--- config.mk ---
export PLATFORM = sky130hd
export DESIGN_NAME = host_status_interrupt_regs
export DESIGN_NICKNAME = d
export VERILOG_FILES = /design/src/hw/host_status_interrupt_regs.v
export VERILOG_INCLUDE_DIRS = /design/src /design/src/common
export SDC_FILE = /design/constraint.sdc
export NUM_CORES = 1
export LEC_CHECK = 0
export BUFFER_PORTS_ARGS = -buffer_cell sky130_fd_sc_hd__buf_4
export CORE_AREA = 2 2 125 127
export DETAILED_ROUTE_END_ITERATION = 16
export DIE_AREA = 0 0 127 129
export GPL_TIMING_DRIVEN = 0
export HOLD_SLACK_MARGIN = 0.03
export MAX_ROUTING_LAYER = met4
export PLACE_DENSITY = 0.75
export SETUP_SLACK_MARGIN = 0.15
export SLEW_MARGIN = 20
export SYNTH_ARGS = -nofsm -noshare
export SYNTH_HDL_FRONTEND = slang
export SYNTH_SLANG_ARGS = --single-unit
--- constraint.sdc ---
create_clock -name clk_i -period 3.1 [get_ports clk_i]
set_input_delay 0.31 -clock clk_i [delete_from_list [all_inputs] [get_ports clk_i]]
set_output_delay 0.31 -clock clk_i [all_outputs]
set_load 0.01 [all_outputs]
--- src/common/host_status_interrupt_regs_regs.vh ---
`ifndef HOST_STATUS_INTERRUPT_REGS_REGS_VH
`define HOST_STATUS_INTERRUPT_REGS_REGS_VH

// Register byte offsets
`define OFF_DEST_X        14'h1cb0
`define OFF_LIN_SRC_Y     14'h1e00
`define OFF_BYTE_ACC      14'h1e08
`define OFF_ADDR_GEN      14'h1e0c
`define OFF_FIFO_STAT     14'h1e10
`define OFF_EVT_STATUS    14'h1e14
`define OFF_EVT_CLEAR     14'h1e18
`define OFF_EVT_ENABLE    14'h1e1c
`define OFF_PCI_IRQ       14'h1e28
`define OFF_SOFT_RESET    14'h1e40
`define OFF_TEST_CTRL     14'h1e44
`define OFF_IDENTITY      14'h1e48
`define OFF_BOARD_CFG     14'h1e50

// Field positions
`define ST_FULL_BIT       8
`define ST_EMPTY_BIT      9
`define ST_BUSY_BIT       16
`define TEST_ROWREN_BIT   8
`define TEST_TSTWREN_BIT  9
`define CFG_BIOS_BIT      9
`define CFG_VGAEN_BIT     10
`define CFG_ABOVE1M_BIT   12
`define CFG_MAPSEL_LSB    24
`define CFG_PCI_BIT       27
`define CFG_ISA_BIT       28
`define PCI_EXT_BIT       1

// Values
`define ROWREN_KEY        8'h8d
`define FIFO_FREE_RESET   6'h20
`define BE_BYTE0_ONLY     4'h1
`define CFG_WIDE16        2'h1
`define CFG_NARROW16      2'h3
`define FIFO_STAT_RESET   10'h220
`define MAPSEL_NONE       3'h0
`define MAPSEL_LEGACY     3'h1

// Decode windows for the 16-bit select (ROM) and the wide 32-bit select (REG)
`define ROM_LA            7'h06
`define ROM_SA_HI         3'h1
`define REG_LA            7'h07
`define REG_SA            3'h0

// Wait timeout in core clocks (50 ns each)
`define WAIT_ERR_CYC      8'h40
`define WAIT_ABORT_CYC    8'h80

`endif

--- src/hw/host_status_interrupt_regs.v ---
// What this block does
// - Destination X holds a 16-bit signed coordinate; upper written bits ignored.
// - Engine loads destination X from left or right boundary itself.
// - Linear source Y low five bits always read zero; software writes multiples of 32.
// - Direct frame access address is source Y divided by four plus host address bits 12:2.
// - Free-count field shows unused FIFO entries, 32 after reset, stable readback.
// - Status bits 8 and 9 show FIFO full and empty.
// - Non-legacy wait over 64 clocks sets bus error; 128 clocks aborts cycle.
// - Enabled DMA terminal count sets bit 1 until cleared by software.
// - Picking event sets bit 2 until software clears it.
// - Status bit 3 follows vertical sync directly, no latch.
// - Status bit 16 shows drawing engine busy.
// - Writing one to clear bits 0..2 clears matching status; zero does nothing.
// - Enable bits 0..2 gate interrupts; DMA count only while DMA active.
// - Enable bit 3 passes vertical sync only when legacy video disabled.
// - PCI register bit 1 latches external interrupt edge, cleared by writing one.
// - PCI register bit 0 reads zero when this device interrupts.
// - Soft reset bit resets host registers except board configuration and test write permission (test bit 9) synchronously until written zero.
// - Key 10001101 in test byte 3 permits writes to straps-held bits.
// - Test write permission set at reset if frame line 38 low.
// - Bus-width bits load from straps; rewritten only by byte-0-only write.
// - With config bit 1 set, 16-bit select decodes LA and SA narrow windows.
// - Legacy video is 8-bit; ROM width follows BIOS enable and config.
`timescale 1ns/1ps
`default_nettype none
`include "host_status_interrupt_regs_regs.vh"

module host_status_interrupt_regs #(
  parameter [31:0] ID_VALUE = 32'h5a5a_0003 // Arbitrary identity value
) (
  input  wire        clk_i,
  input  wire        reset_n_i,
  input  wire [13:0] host_addr_i,
  input  wire        host_wr_i,
  input  wire        host_rd_i,
  input  wire [3:0]  host_be_i,
  input  wire [31:0] host_wdata_i,
  output reg  [31:0] host_rdata_o,
  input  wire        direct_access_i,
  output reg  [21:0] vram_addr_o,
  input  wire        xdst_load_left_i,
  input  wire        xdst_load_right_i,
  input  wire [15:0] fx_left_i,
  input  wire [15:0] fx_right_i,
  input  wire [5:0]  fifo_free_i,
  input  wire        fifo_full_i,
  input  wire        fifo_empty_i,
  input  wire        engine_busy_i,
  input  wire        wait_active_i,
  input  wire        legacy_target_i,
  output reg         cycle_abort_o,
  input  wire        dma_tc_i,
  input  wire        dma_transfer_active_i,
  input  wire        pick_event_i,
  input  wire        vsync_i,
  input  wire        ext_irq_input_n_i,
  output reg         host_irq_o,
  output reg         soft_reset_o,
  output reg         ram_test_o,
  output reg         vga_test_o,
  input  wire [1:0]  strap_config_i,
  input  wire [2:0]  strap_mapsel_i,
  input  wire        strap_pci_i,
  input  wire        strap_isa_i,
  input  wire        strap_above1m_i,
  input  wire        strap_vgaen_i,
  input  wire        frame_data_line_38_i,
  input  wire [23:17] isa_la_i,
  input  wire [16:14] isa_sa_i,
  input  wire        legacy_access_i,
  output reg         isa_16bit_select_n_o,
  output reg         wide_32bit_select_n_o
);

  // ----------------------------------------
  // Storage
  // ----------------------------------------
  reg [15:0] xdst_reg;
  reg [23:5] srcy_reg;
  reg [9:0]  fifo_stat_reg;
  reg        bferr_reg;
  reg        dmatc_reg;
  reg        pick_reg;
  reg [3:0]  ien_reg;
  reg        ext_irq_reg;
  reg        ext_in_reg;
  reg        soft_reg;
  reg        rowren_reg;
  reg        tstwren_reg;
  reg        strap_done_reg;
  reg [1:0]  cfg_width_reg;
  reg        biosen_reg;
  reg        vgaen_reg;
  reg        above1m_reg;
  reg [2:0]  mapsel_reg;
  reg        pci_reg;
  reg        isa_reg;
  reg [7:0]  wait_cnt_reg;

  // ----------------------------------------
  // Write decode
  // ----------------------------------------
  wire wr_xdst   = host_wr_i && (host_addr_i == `OFF_DEST_X);
  wire wr_srcy   = host_wr_i && (host_addr_i == `OFF_LIN_SRC_Y);
  wire wr_clr    = host_wr_i && (host_addr_i == `OFF_EVT_CLEAR);
  wire wr_ien    = host_wr_i && (host_addr_i == `OFF_EVT_ENABLE);
  wire wr_pci    = host_wr_i && (host_addr_i == `OFF_PCI_IRQ);
  wire wr_soft   = host_wr_i && (host_addr_i == `OFF_SOFT_RESET);
  wire wr_test   = host_wr_i && (host_addr_i == `OFF_TEST_CTRL);
  wire wr_cfg    = host_wr_i && (host_addr_i == `OFF_BOARD_CFG);

  // ----------------------------------------
  // Event sources
  // ----------------------------------------
  wire ext_fall  = ext_in_reg && !ext_irq_input_n_i;
  wire tc_set    = dma_tc_i && ien_reg[1] && dma_transfer_active_i;
  wire wait_err  = wait_active_i && !legacy_target_i;
  wire vs_pass   = vsync_i && ien_reg[3] && !vgaen_reg;
  wire irq_next  = (bferr_reg && ien_reg[0]) || (dmatc_reg && ien_reg[1]) ||
                   (pick_reg && ien_reg[2]) || vs_pass;
  wire stat_full = fifo_stat_reg[`ST_FULL_BIT];

  // ----------------------------------------
  // Soft reset and straps
  // ----------------------------------------
  always @(posedge clk_i or negedge reset_n_i) begin
    if (!reset_n_i) begin
      soft_reg       <= 1'b0;
      strap_done_reg <= 1'b0;
      tstwren_reg    <= 1'b0;
      ext_in_reg     <= 1'b1;
    end else begin
      ext_in_reg <= ext_irq_input_n_i;
      if (wr_soft && host_be_i[0]) begin
        soft_reg <= host_wdata_i[0];
      end
      if (!strap_done_reg) begin
        strap_done_reg <= 1'b1;
        tstwren_reg    <= !frame_data_line_38_i;
      end
    end
  end

  // ----------------------------------------
  // Host registers
  // ----------------------------------------
  always @(posedge clk_i or negedge reset_n_i) begin
    if (!reset_n_i) begin
      xdst_reg      <= 16'h0000;
      srcy_reg      <= 19'h00000;
      fifo_stat_reg <= `FIFO_STAT_RESET;
      bferr_reg     <= 1'b0;
      dmatc_reg     <= 1'b0;
      pick_reg      <= 1'b0;
      ien_reg       <= 4'h0;
      ext_irq_reg   <= 1'b0;
      rowren_reg    <= 1'b0;
      ram_test_o    <= 1'b0;
      vga_test_o    <= 1'b0;
      cfg_width_reg <= 2'h0;
      biosen_reg    <= 1'b0;
      vgaen_reg     <= 1'b0;
      above1m_reg   <= 1'b0;
      mapsel_reg    <= 3'h0;
      pci_reg       <= 1'b0;
      isa_reg       <= 1'b0;
      wait_cnt_reg  <= 8'h00;
      cycle_abort_o <= 1'b0;
    end else if (!strap_done_reg) begin
      cfg_width_reg <= strap_config_i;
      mapsel_reg    <= strap_mapsel_i;
      pci_reg       <= strap_pci_i;
      isa_reg       <= strap_isa_i;
      above1m_reg   <= strap_above1m_i;
      vgaen_reg     <= strap_vgaen_i;
      biosen_reg    <= strap_vgaen_i;
    end else if (soft_reg) begin
      xdst_reg      <= 16'h0000;
      srcy_reg      <= 19'h00000;
      fifo_stat_reg <= `FIFO_STAT_RESET;
      bferr_reg     <= 1'b0;
      dmatc_reg     <= 1'b0;
      pick_reg      <= 1'b0;
      ien_reg       <= 4'h0;
      ext_irq_reg   <= 1'b0;
      rowren_reg    <= 1'b0;
      ram_test_o    <= 1'b0;
      vga_test_o    <= 1'b0;
      wait_cnt_reg  <= 8'h00;
      cycle_abort_o <= 1'b0;
    end else begin
      // Destination X
      if (xdst_load_left_i) begin
        xdst_reg <= fx_left_i;
      end else if (xdst_load_right_i) begin
        xdst_reg <= fx_right_i;
      end else if (wr_xdst) begin
        if (host_be_i[0]) xdst_reg[7:0]  <= host_wdata_i[7:0];
        if (host_be_i[1]) xdst_reg[15:8] <= host_wdata_i[15:8];
      end
      // Linear source Y, low five bits never stored
      if (wr_srcy) begin
        if (host_be_i[0]) srcy_reg[7:5]   <= host_wdata_i[7:5];
        if (host_be_i[1]) srcy_reg[15:8]  <= host_wdata_i[15:8];
        if (host_be_i[2]) srcy_reg[23:16] <= host_wdata_i[23:16];
      end
      // FIFO status sampled as one word
      fifo_stat_reg <= {fifo_empty_i, fifo_full_i, 2'b00, fifo_free_i};
      // Wait timeout
      if (wait_err) begin
        if (wait_cnt_reg != `WAIT_ABORT_CYC) begin
          wait_cnt_reg <= wait_cnt_reg + 8'h01;
        end
      end else begin
        wait_cnt_reg <= 8'h00;
      end
      cycle_abort_o <= wait_err && (wait_cnt_reg == `WAIT_ABORT_CYC - 8'h01);
      // Sticky events: set wins over clear
      if (wait_err && (wait_cnt_reg >= `WAIT_ERR_CYC)) begin
        bferr_reg <= 1'b1;
      end else if (wr_clr && host_be_i[0] && host_wdata_i[0]) begin
        bferr_reg <= 1'b0;
      end
      if (tc_set) begin
        dmatc_reg <= 1'b1;
      end else if (wr_clr && host_be_i[0] && host_wdata_i[1]) begin
        dmatc_reg <= 1'b0;
      end
      if (pick_event_i) begin
        pick_reg <= 1'b1;
      end else if (wr_clr && host_be_i[0] && host_wdata_i[2]) begin
        pick_reg <= 1'b0;
      end
      if (wr_ien && host_be_i[0]) begin
        ien_reg <= host_wdata_i[3:0];
      end
      // External interrupt edge, PCI builds only
      if (pci_reg && ext_fall) begin
        ext_irq_reg <= 1'b1;
      end else if (wr_pci && host_be_i[0] && host_wdata_i[`PCI_EXT_BIT]) begin
        ext_irq_reg <= 1'b0;
      end
      // Test register
      if (wr_test && host_be_i[3] && (host_wdata_i[31:24] == `ROWREN_KEY)) begin
        rowren_reg <= 1'b1;
      end
      if (wr_test && host_be_i[0] && tstwren_reg) begin
        vga_test_o <= host_wdata_i[0];
        ram_test_o <= host_wdata_i[1];
      end
      // Board configuration
      if (wr_cfg && (host_be_i == `BE_BYTE0_ONLY)) begin
        cfg_width_reg <= host_wdata_i[1:0];
      end
      if (wr_cfg && host_be_i[1]) begin
        biosen_reg <= host_wdata_i[`CFG_BIOS_BIT];
        vgaen_reg  <= host_wdata_i[`CFG_VGAEN_BIT];
        if (rowren_reg) above1m_reg <= host_wdata_i[`CFG_ABOVE1M_BIT];
      end
      if (wr_cfg && host_be_i[3] && rowren_reg) begin
        mapsel_reg <= host_wdata_i[`CFG_MAPSEL_LSB+2:`CFG_MAPSEL_LSB];
        pci_reg    <= host_wdata_i[`CFG_PCI_BIT];
        isa_reg    <= host_wdata_i[`CFG_ISA_BIT];
      end
    end
  end

  // ----------------------------------------
  // Read path
  // ----------------------------------------
  reg [31:0] rdata_next;
  always @* begin
    rdata_next = 32'h0000_0000;
    if (host_addr_i == `OFF_DEST_X) begin
      rdata_next = {16'h0000, xdst_reg};
    end else if (host_addr_i == `OFF_LIN_SRC_Y) begin
      rdata_next = {8'h00, srcy_reg, 5'h00};
    end else if (host_addr_i == `OFF_BYTE_ACC) begin
      rdata_next = 32'h0000_0000; // Test-only data
    end else if (host_addr_i == `OFF_ADDR_GEN) begin
      rdata_next = 32'h0000_0000;
    end else if (host_addr_i == `OFF_FIFO_STAT) begin
      rdata_next = {22'h000000, fifo_stat_reg};
    end else if (host_addr_i == `OFF_EVT_STATUS) begin
      rdata_next = {15'h0000, engine_busy_i, 12'h000,
                    vsync_i, pick_reg, dmatc_reg, bferr_reg};
    end else if (host_addr_i == `OFF_EVT_ENABLE) begin
      rdata_next = {28'h0000000, ien_reg};
    end else if (host_addr_i == `OFF_PCI_IRQ) begin
      if (pci_reg) rdata_next = {30'h00000000, ext_irq_reg, !host_irq_o};
    end else if (host_addr_i == `OFF_SOFT_RESET) begin
      rdata_next = {31'h00000000, soft_reg};
    end else if (host_addr_i == `OFF_TEST_CTRL) begin
      rdata_next = {22'h000000, tstwren_reg, rowren_reg, 6'h00, ram_test_o, vga_test_o};
    end else if (host_addr_i == `OFF_IDENTITY) begin
      rdata_next = ID_VALUE;
    end else if (host_addr_i == `OFF_BOARD_CFG) begin
      rdata_next = {3'h0, isa_reg, pci_reg, mapsel_reg, 11'h000, above1m_reg, 1'b0,
                    vgaen_reg, biosen_reg, 7'h00, cfg_width_reg};
    end
  end

  // ----------------------------------------
  // Address decode for ISA select lines
  // ----------------------------------------
  wire rom_hit = (isa_la_i == `ROM_LA) &&
                 (!cfg_width_reg[1] || (isa_sa_i <= `ROM_SA_HI));
  wire reg_hit = (isa_la_i == `REG_LA) &&
                 (!cfg_width_reg[1] || (isa_sa_i == `REG_SA));
  wire cfg16   = (cfg_width_reg == `CFG_WIDE16) ||
                 (cfg_width_reg == `CFG_NARROW16);
  wire rom16   = biosen_reg && cfg16 && rom_hit;
  wire wide32  = reg_hit && (mapsel_reg != `MAPSEL_NONE) &&
                 !((mapsel_reg == `MAPSEL_LEGACY) && vgaen_reg);

  // ----------------------------------------
  // Output flops
  // ----------------------------------------
  always @(posedge clk_i or negedge reset_n_i) begin
    if (!reset_n_i) begin
      host_rdata_o          <= 32'h0000_0000;
      vram_addr_o           <= 22'h000000;
      host_irq_o            <= 1'b0;
      soft_reset_o          <= 1'b0;
    end else begin
      if (host_rd_i) host_rdata_o <= rdata_next;
      if (direct_access_i) begin
        vram_addr_o <= {srcy_reg, 3'b000} + {11'h000, host_addr_i[12:2]};
      end
      host_irq_o            <= irq_next && !soft_reg;
      soft_reset_o          <= soft_reg;
    end
  end

  // ----------------------------------------
  // Select line flops
  // ----------------------------------------
  always @(posedge clk_i or negedge reset_n_i) begin
    if (!reset_n_i) begin
      isa_16bit_select_n_o  <= 1'b1;
      wide_32bit_select_n_o <= 1'b1;
    end else begin
      isa_16bit_select_n_o  <= !(rom16 && !legacy_access_i);
      wide_32bit_select_n_o <= !(wide32 && !legacy_access_i);
    end
  end

  wire unused_ok = stat_full & isa_sa_i[16] & 1'b0;

endmodule
`default_nettype wire

Word level (Yosys, flattened, before mapping):

Index checks and enable logic that the tools add are counted.
Widths: inputs -> output; s select.

* register bits: 137
* output and inout port bits: 61
* logic and storage cells: 231

* add/subtract/negate cells: 2
* $lt $le $gt $ge: 2
* equal/unequal tests: 28
* muxes and demuxes: 70
* reductions and logical operators: 96

Operators with widths (number)
* $mux 32: 8
* $eq 14x13->1 const B: 13
* $mux 31: 3
* $mux 16: 4
* $mux 8: 6
* $logic_and 1x1->1: 46
* $mux 19: 2
* $mux 1: 35
* $mux 29: 1
* $add 22x11->22: 1
* $reduce_and 2->1: 11
* $reduce_and 3->1: 6
* $reduce_bool 3->1: 5
* $eq 7x3->1 const B: 2
* $reduce_bool 2->1: 7
* $mux 3: 4
* $reduce_bool 4->1: 3
* $logic_not 1->1: 11
* $mux 10: 1
* $add 8x1->8 const B: 1
* $eq 8x7->1 const B: 1
* $eq 8x8->1 const B: 1
* $ge 8x7->1 const B: 1
* $mux 2: 4
* 12 further kinds: 21

Longest topological paths before layout:

* word-level depth: 13
* gate-level depth with buffers: 9

Worst setup path before layout:

Ideal clock, no wire load.

* path kind: register to register
* start point: reg srcy_reg[5] (netlist bit)
* end point: reg vram_addr_o[19]
* arrival time: 2.231 ns
* data required time: 3.018 ns
* slack: 0.787 ns
* cell stages (with the launch flop): 10
* path buffers: 1
* period minus slack after synthesis: 2.313 ns
* path through: dfrtp_1 ha_1 inv_1 fa_1 nor2b_1 o2111ai_1 and3_1 clkbuf_1 or4_1 a31oi_1

* word-level cells in the longest chain between the ends: 1

RTL lines
* from (decl): RTL line host_status_interrupt_regs.v:79 `reg [23:5] srcy_reg;`
* $add 22x11->22: RTL line host_status_interrupt_regs.v:328 `vram_addr_o <= {srcy_reg, 3'b000} + {11'h000, host_addr_i[12:2]};`
* to (signal assigned): RTL line host_status_interrupt_regs.v:328
* to (decl): RTL line host_status_interrupt_regs.v:40 `output reg [21:0] vram_addr_o,`

Every way passes these cells.
A chain may end at the register's enable or synchronous reset.

Final worst setup path:

* start point: reg srcy_reg[5] (netlist bit)
* end point: reg vram_addr_o[15]

The elaborated chain is that of the path after synthesis.

==> impl_metrics.csv <==
group,metric,value,unit
route,totalWireLength,23400,microns
layout,final_cell_mix,"buf_4, dfrtp_1, nor2_1",
route,vias,6916,
cts,path_clk_slew,0.06,ns
sta,relSlewSlack,0.503,
layout,diodes,0,
route,viasPerCell,5.97,
setup_path,max_stage_delay,0.53,ns
status,status,"finished, final reports clean",
sta,maxSlewViolCount,0,
synth,synth.cell_area,7340,sq um
layout,largest_register_ffs,30,
synth,syn_avg_cell_area,9.72,sq um
synth,synth_cells,755,
grt,grt_overflow,0,
setup_path,worstSetupStartpointType,"register",
synth,synth_warnings,0,
die,placementRows,45,
grt,grt.total_usage,0.296,
job,maxCapViolCount,0,
synth,ys_async_sr_fraction,1.00,
setup_path,critPathKind,"reg2reg",
layout,final_common_cell,"buf_4",
route,first_pass_iters,6,
pwr,ir_drop,0.374,mV
pwr,p_leak,4.28,nW
grt,grt_pass1_wl,36200,microns
hold_path,hold_path_class,"in2reg",
sta,tns,0,ns
layout,nets,1096,
layout,drive_above_1_share,0.278,
setup_path,end_kind,"register",
route,route.detailed.drc,0,
cts,cts_inserted_buffers,17,
setup_path,r2r_setup_slack,0.39,ns
grt,antenna_found_initial,0,
sta,hold_viol_final,0,
cts,clk_latency,0.42,ns
synth,yosysSeqAreaShare,0.454,
placed_design,dpl_cell_area,8970,sq um
sta,worst_slack,0.394,ns
layout,final_design_area_no_fill,9620,sq um
route,wl_per_cell,20.2,microns
sta,rsz0062_at_grt,"false",
placed_design,io_buffers,181,
setup_path,cp_max_fo,10,
synth,synthFlopType,"dfrtp_1",
route,ant_nets,0,
sta,fin_crit_sh,0.873,
pwr,power_density,489,nW/um^2
cts,cts_sinks,133,
cts,cts_resized,0,
layout,area_growth,31.0,%
die,ios,187,
sta,whs,0.0776,ns
die,die-area,16400,sq um
cts,root_buffer,"clkbuf_16",
grt,grt_pass1_vias,6804,
setup_path,slowest_stage,"or4_1",
synth,synth_edf_count,0,
die,initial_utilization,0.490,
route,drt_iter0_drc,686,
synth,synth_cell_types,75,
placed_design,dp_hpwl,17700,microns
synth,ys_ff_latch,133,
setup_path,worst_ep_arrival_time,3.04,ns
setup_path,required,3.44,ns
grt,grt_start_max_net_pins,86,
sta,tightest_slew,0.735,ns
placed_design,place_inst,1126,
sta,skew,0.00998,ns
sta,setup_viol,0,
cts,cts_max_path_buffers,2,
layout,final_cells,1159,
die,die_w,127,microns
cts,htreeDepth,4,
cts,cts_tree,"built",
setup_path,path_cells,"ha_1 -> inv_1 -> fa_1 -> nor2b_1 -> o2111ai_1 -> and3_1 -> clkbuf_1 -> or4_1 -> a31oi_1",
die,die_height,129,microns
placed_design,dp_worst_setup_slack,0.463,ns
sta,clock.fmax,370,MHz
die,coreArea,15000,sq um
sta,min_period,2.71,ns
placed_design,place.gp.congestion,0.935,
-- timing repair --
item	4_1_cts	5_1_grt
hold buffers	2	0
buffers inserted	0	0
endpoints found under the hold margin	45	0
-- area by class of cell --
type,instances,area [sq um]
well taps,188,235
flip-flops and latches,133,3330
plain buffers,47,195
multi-input cells,540,3680
clock buffers,22,474
repair buffers,184,1410
fillers,1253,5360
clock inverters,9,150
inverters,36,135
-- synthesized netlist by cell type, types with 6 or more instances --
library cell  number  area share
mux2_2            27       0.041
nor4_4             7       0.020
inv_1             35       0.018
o22ai_1            9      0.0077
nor3_1            10      0.0068
o211ai_1           7      0.0072
ha_1              10       0.017
a21oi_1           53       0.036
nand2_1           41       0.021
o21ai_0           23       0.016
nand3_1           32       0.022
o221ai_1           9       0.011
nand4_1            8      0.0068
clkbuf_1          37       0.019
buf_2              6      0.0041
a22oi_1           14       0.014
and3_1            11      0.0094
o2bb2ai_1          7      0.0084
a31oi_1           13       0.011
dfrtp_1          128        0.44
or4_1              9      0.0092
nor2_1            87       0.044
xor2_1             9       0.011
o31ai_1            7      0.0072
nor2b_1            6      0.0051
nand2b_1          11      0.0094
a22o_1            14       0.017
mux2i_1           24       0.033
-- path summary, 6_finish.rpt --
check                              endpoint                  from  cells past startpoint
setup / recovery            vram_addr_o[15]           srcy_reg[5]                      9
setup reg to reg            vram_addr_o[15]           srcy_reg[5]                      9
hold reg to reg                soft_reset_o              soft_reg                      0
hold / removal                  tstwren_reg  frame_data_line_38_i                      2
max in group asynchronous  fifo_stat_reg[5]             reset_n_i                      3
min in group asynchronous   wait_cnt_reg[1]             reset_n_i                      2
-- through the flow --
step / total power [mW] / util
finish: 4.70 / 0.642
global placement: 2.56 / 0.597
floorplan: 2.23 / -
CTS: 4.71 / 0.642
global route: 4.85 / 0.642
detailed placement: 2.58 / 0.599
-- cells by family after synthesis --
group	share of synthesized area
adder cells (fa/ha/maj)	0.0198
other	0.00102
buffers and inverters	0.0450
multiplexers	0.0742
flip-flops	0.454
AO/OA/AOI/OAI	0.183
XOR/XNOR	0.0167
AND/OR/NAND/NOR	0.206
-- report_power, final --
group	leakage (nW)	switching (mW)	internal [mW]
clock	0.302	0.741	1.40
sequential	1.61	0.0713	1.85
combinational	2.36	0.330	0.312
total	4.28	1.14	3.56
-- metal layers --
metal / vias up / GRT usage / wire, microns
li1: 3193 / - / -
met1: 3350 / 0.384 / 9890
met2: 327 / 0.463 / 11100
met3: 46 / 0.0611 / 1780
met4: 0 / 0.110 / 547
met5: - / - / 0
-- critical path: cells and delay by family, from the launching register on --
kind,cells,cell delay (ns)
fa+ha+maj,2,0.62
flops,1,0.47
buf+inv,2,0.25
compound gates,2,0.37
simple gates,3,0.92
(Power assumes the default switching activity.)
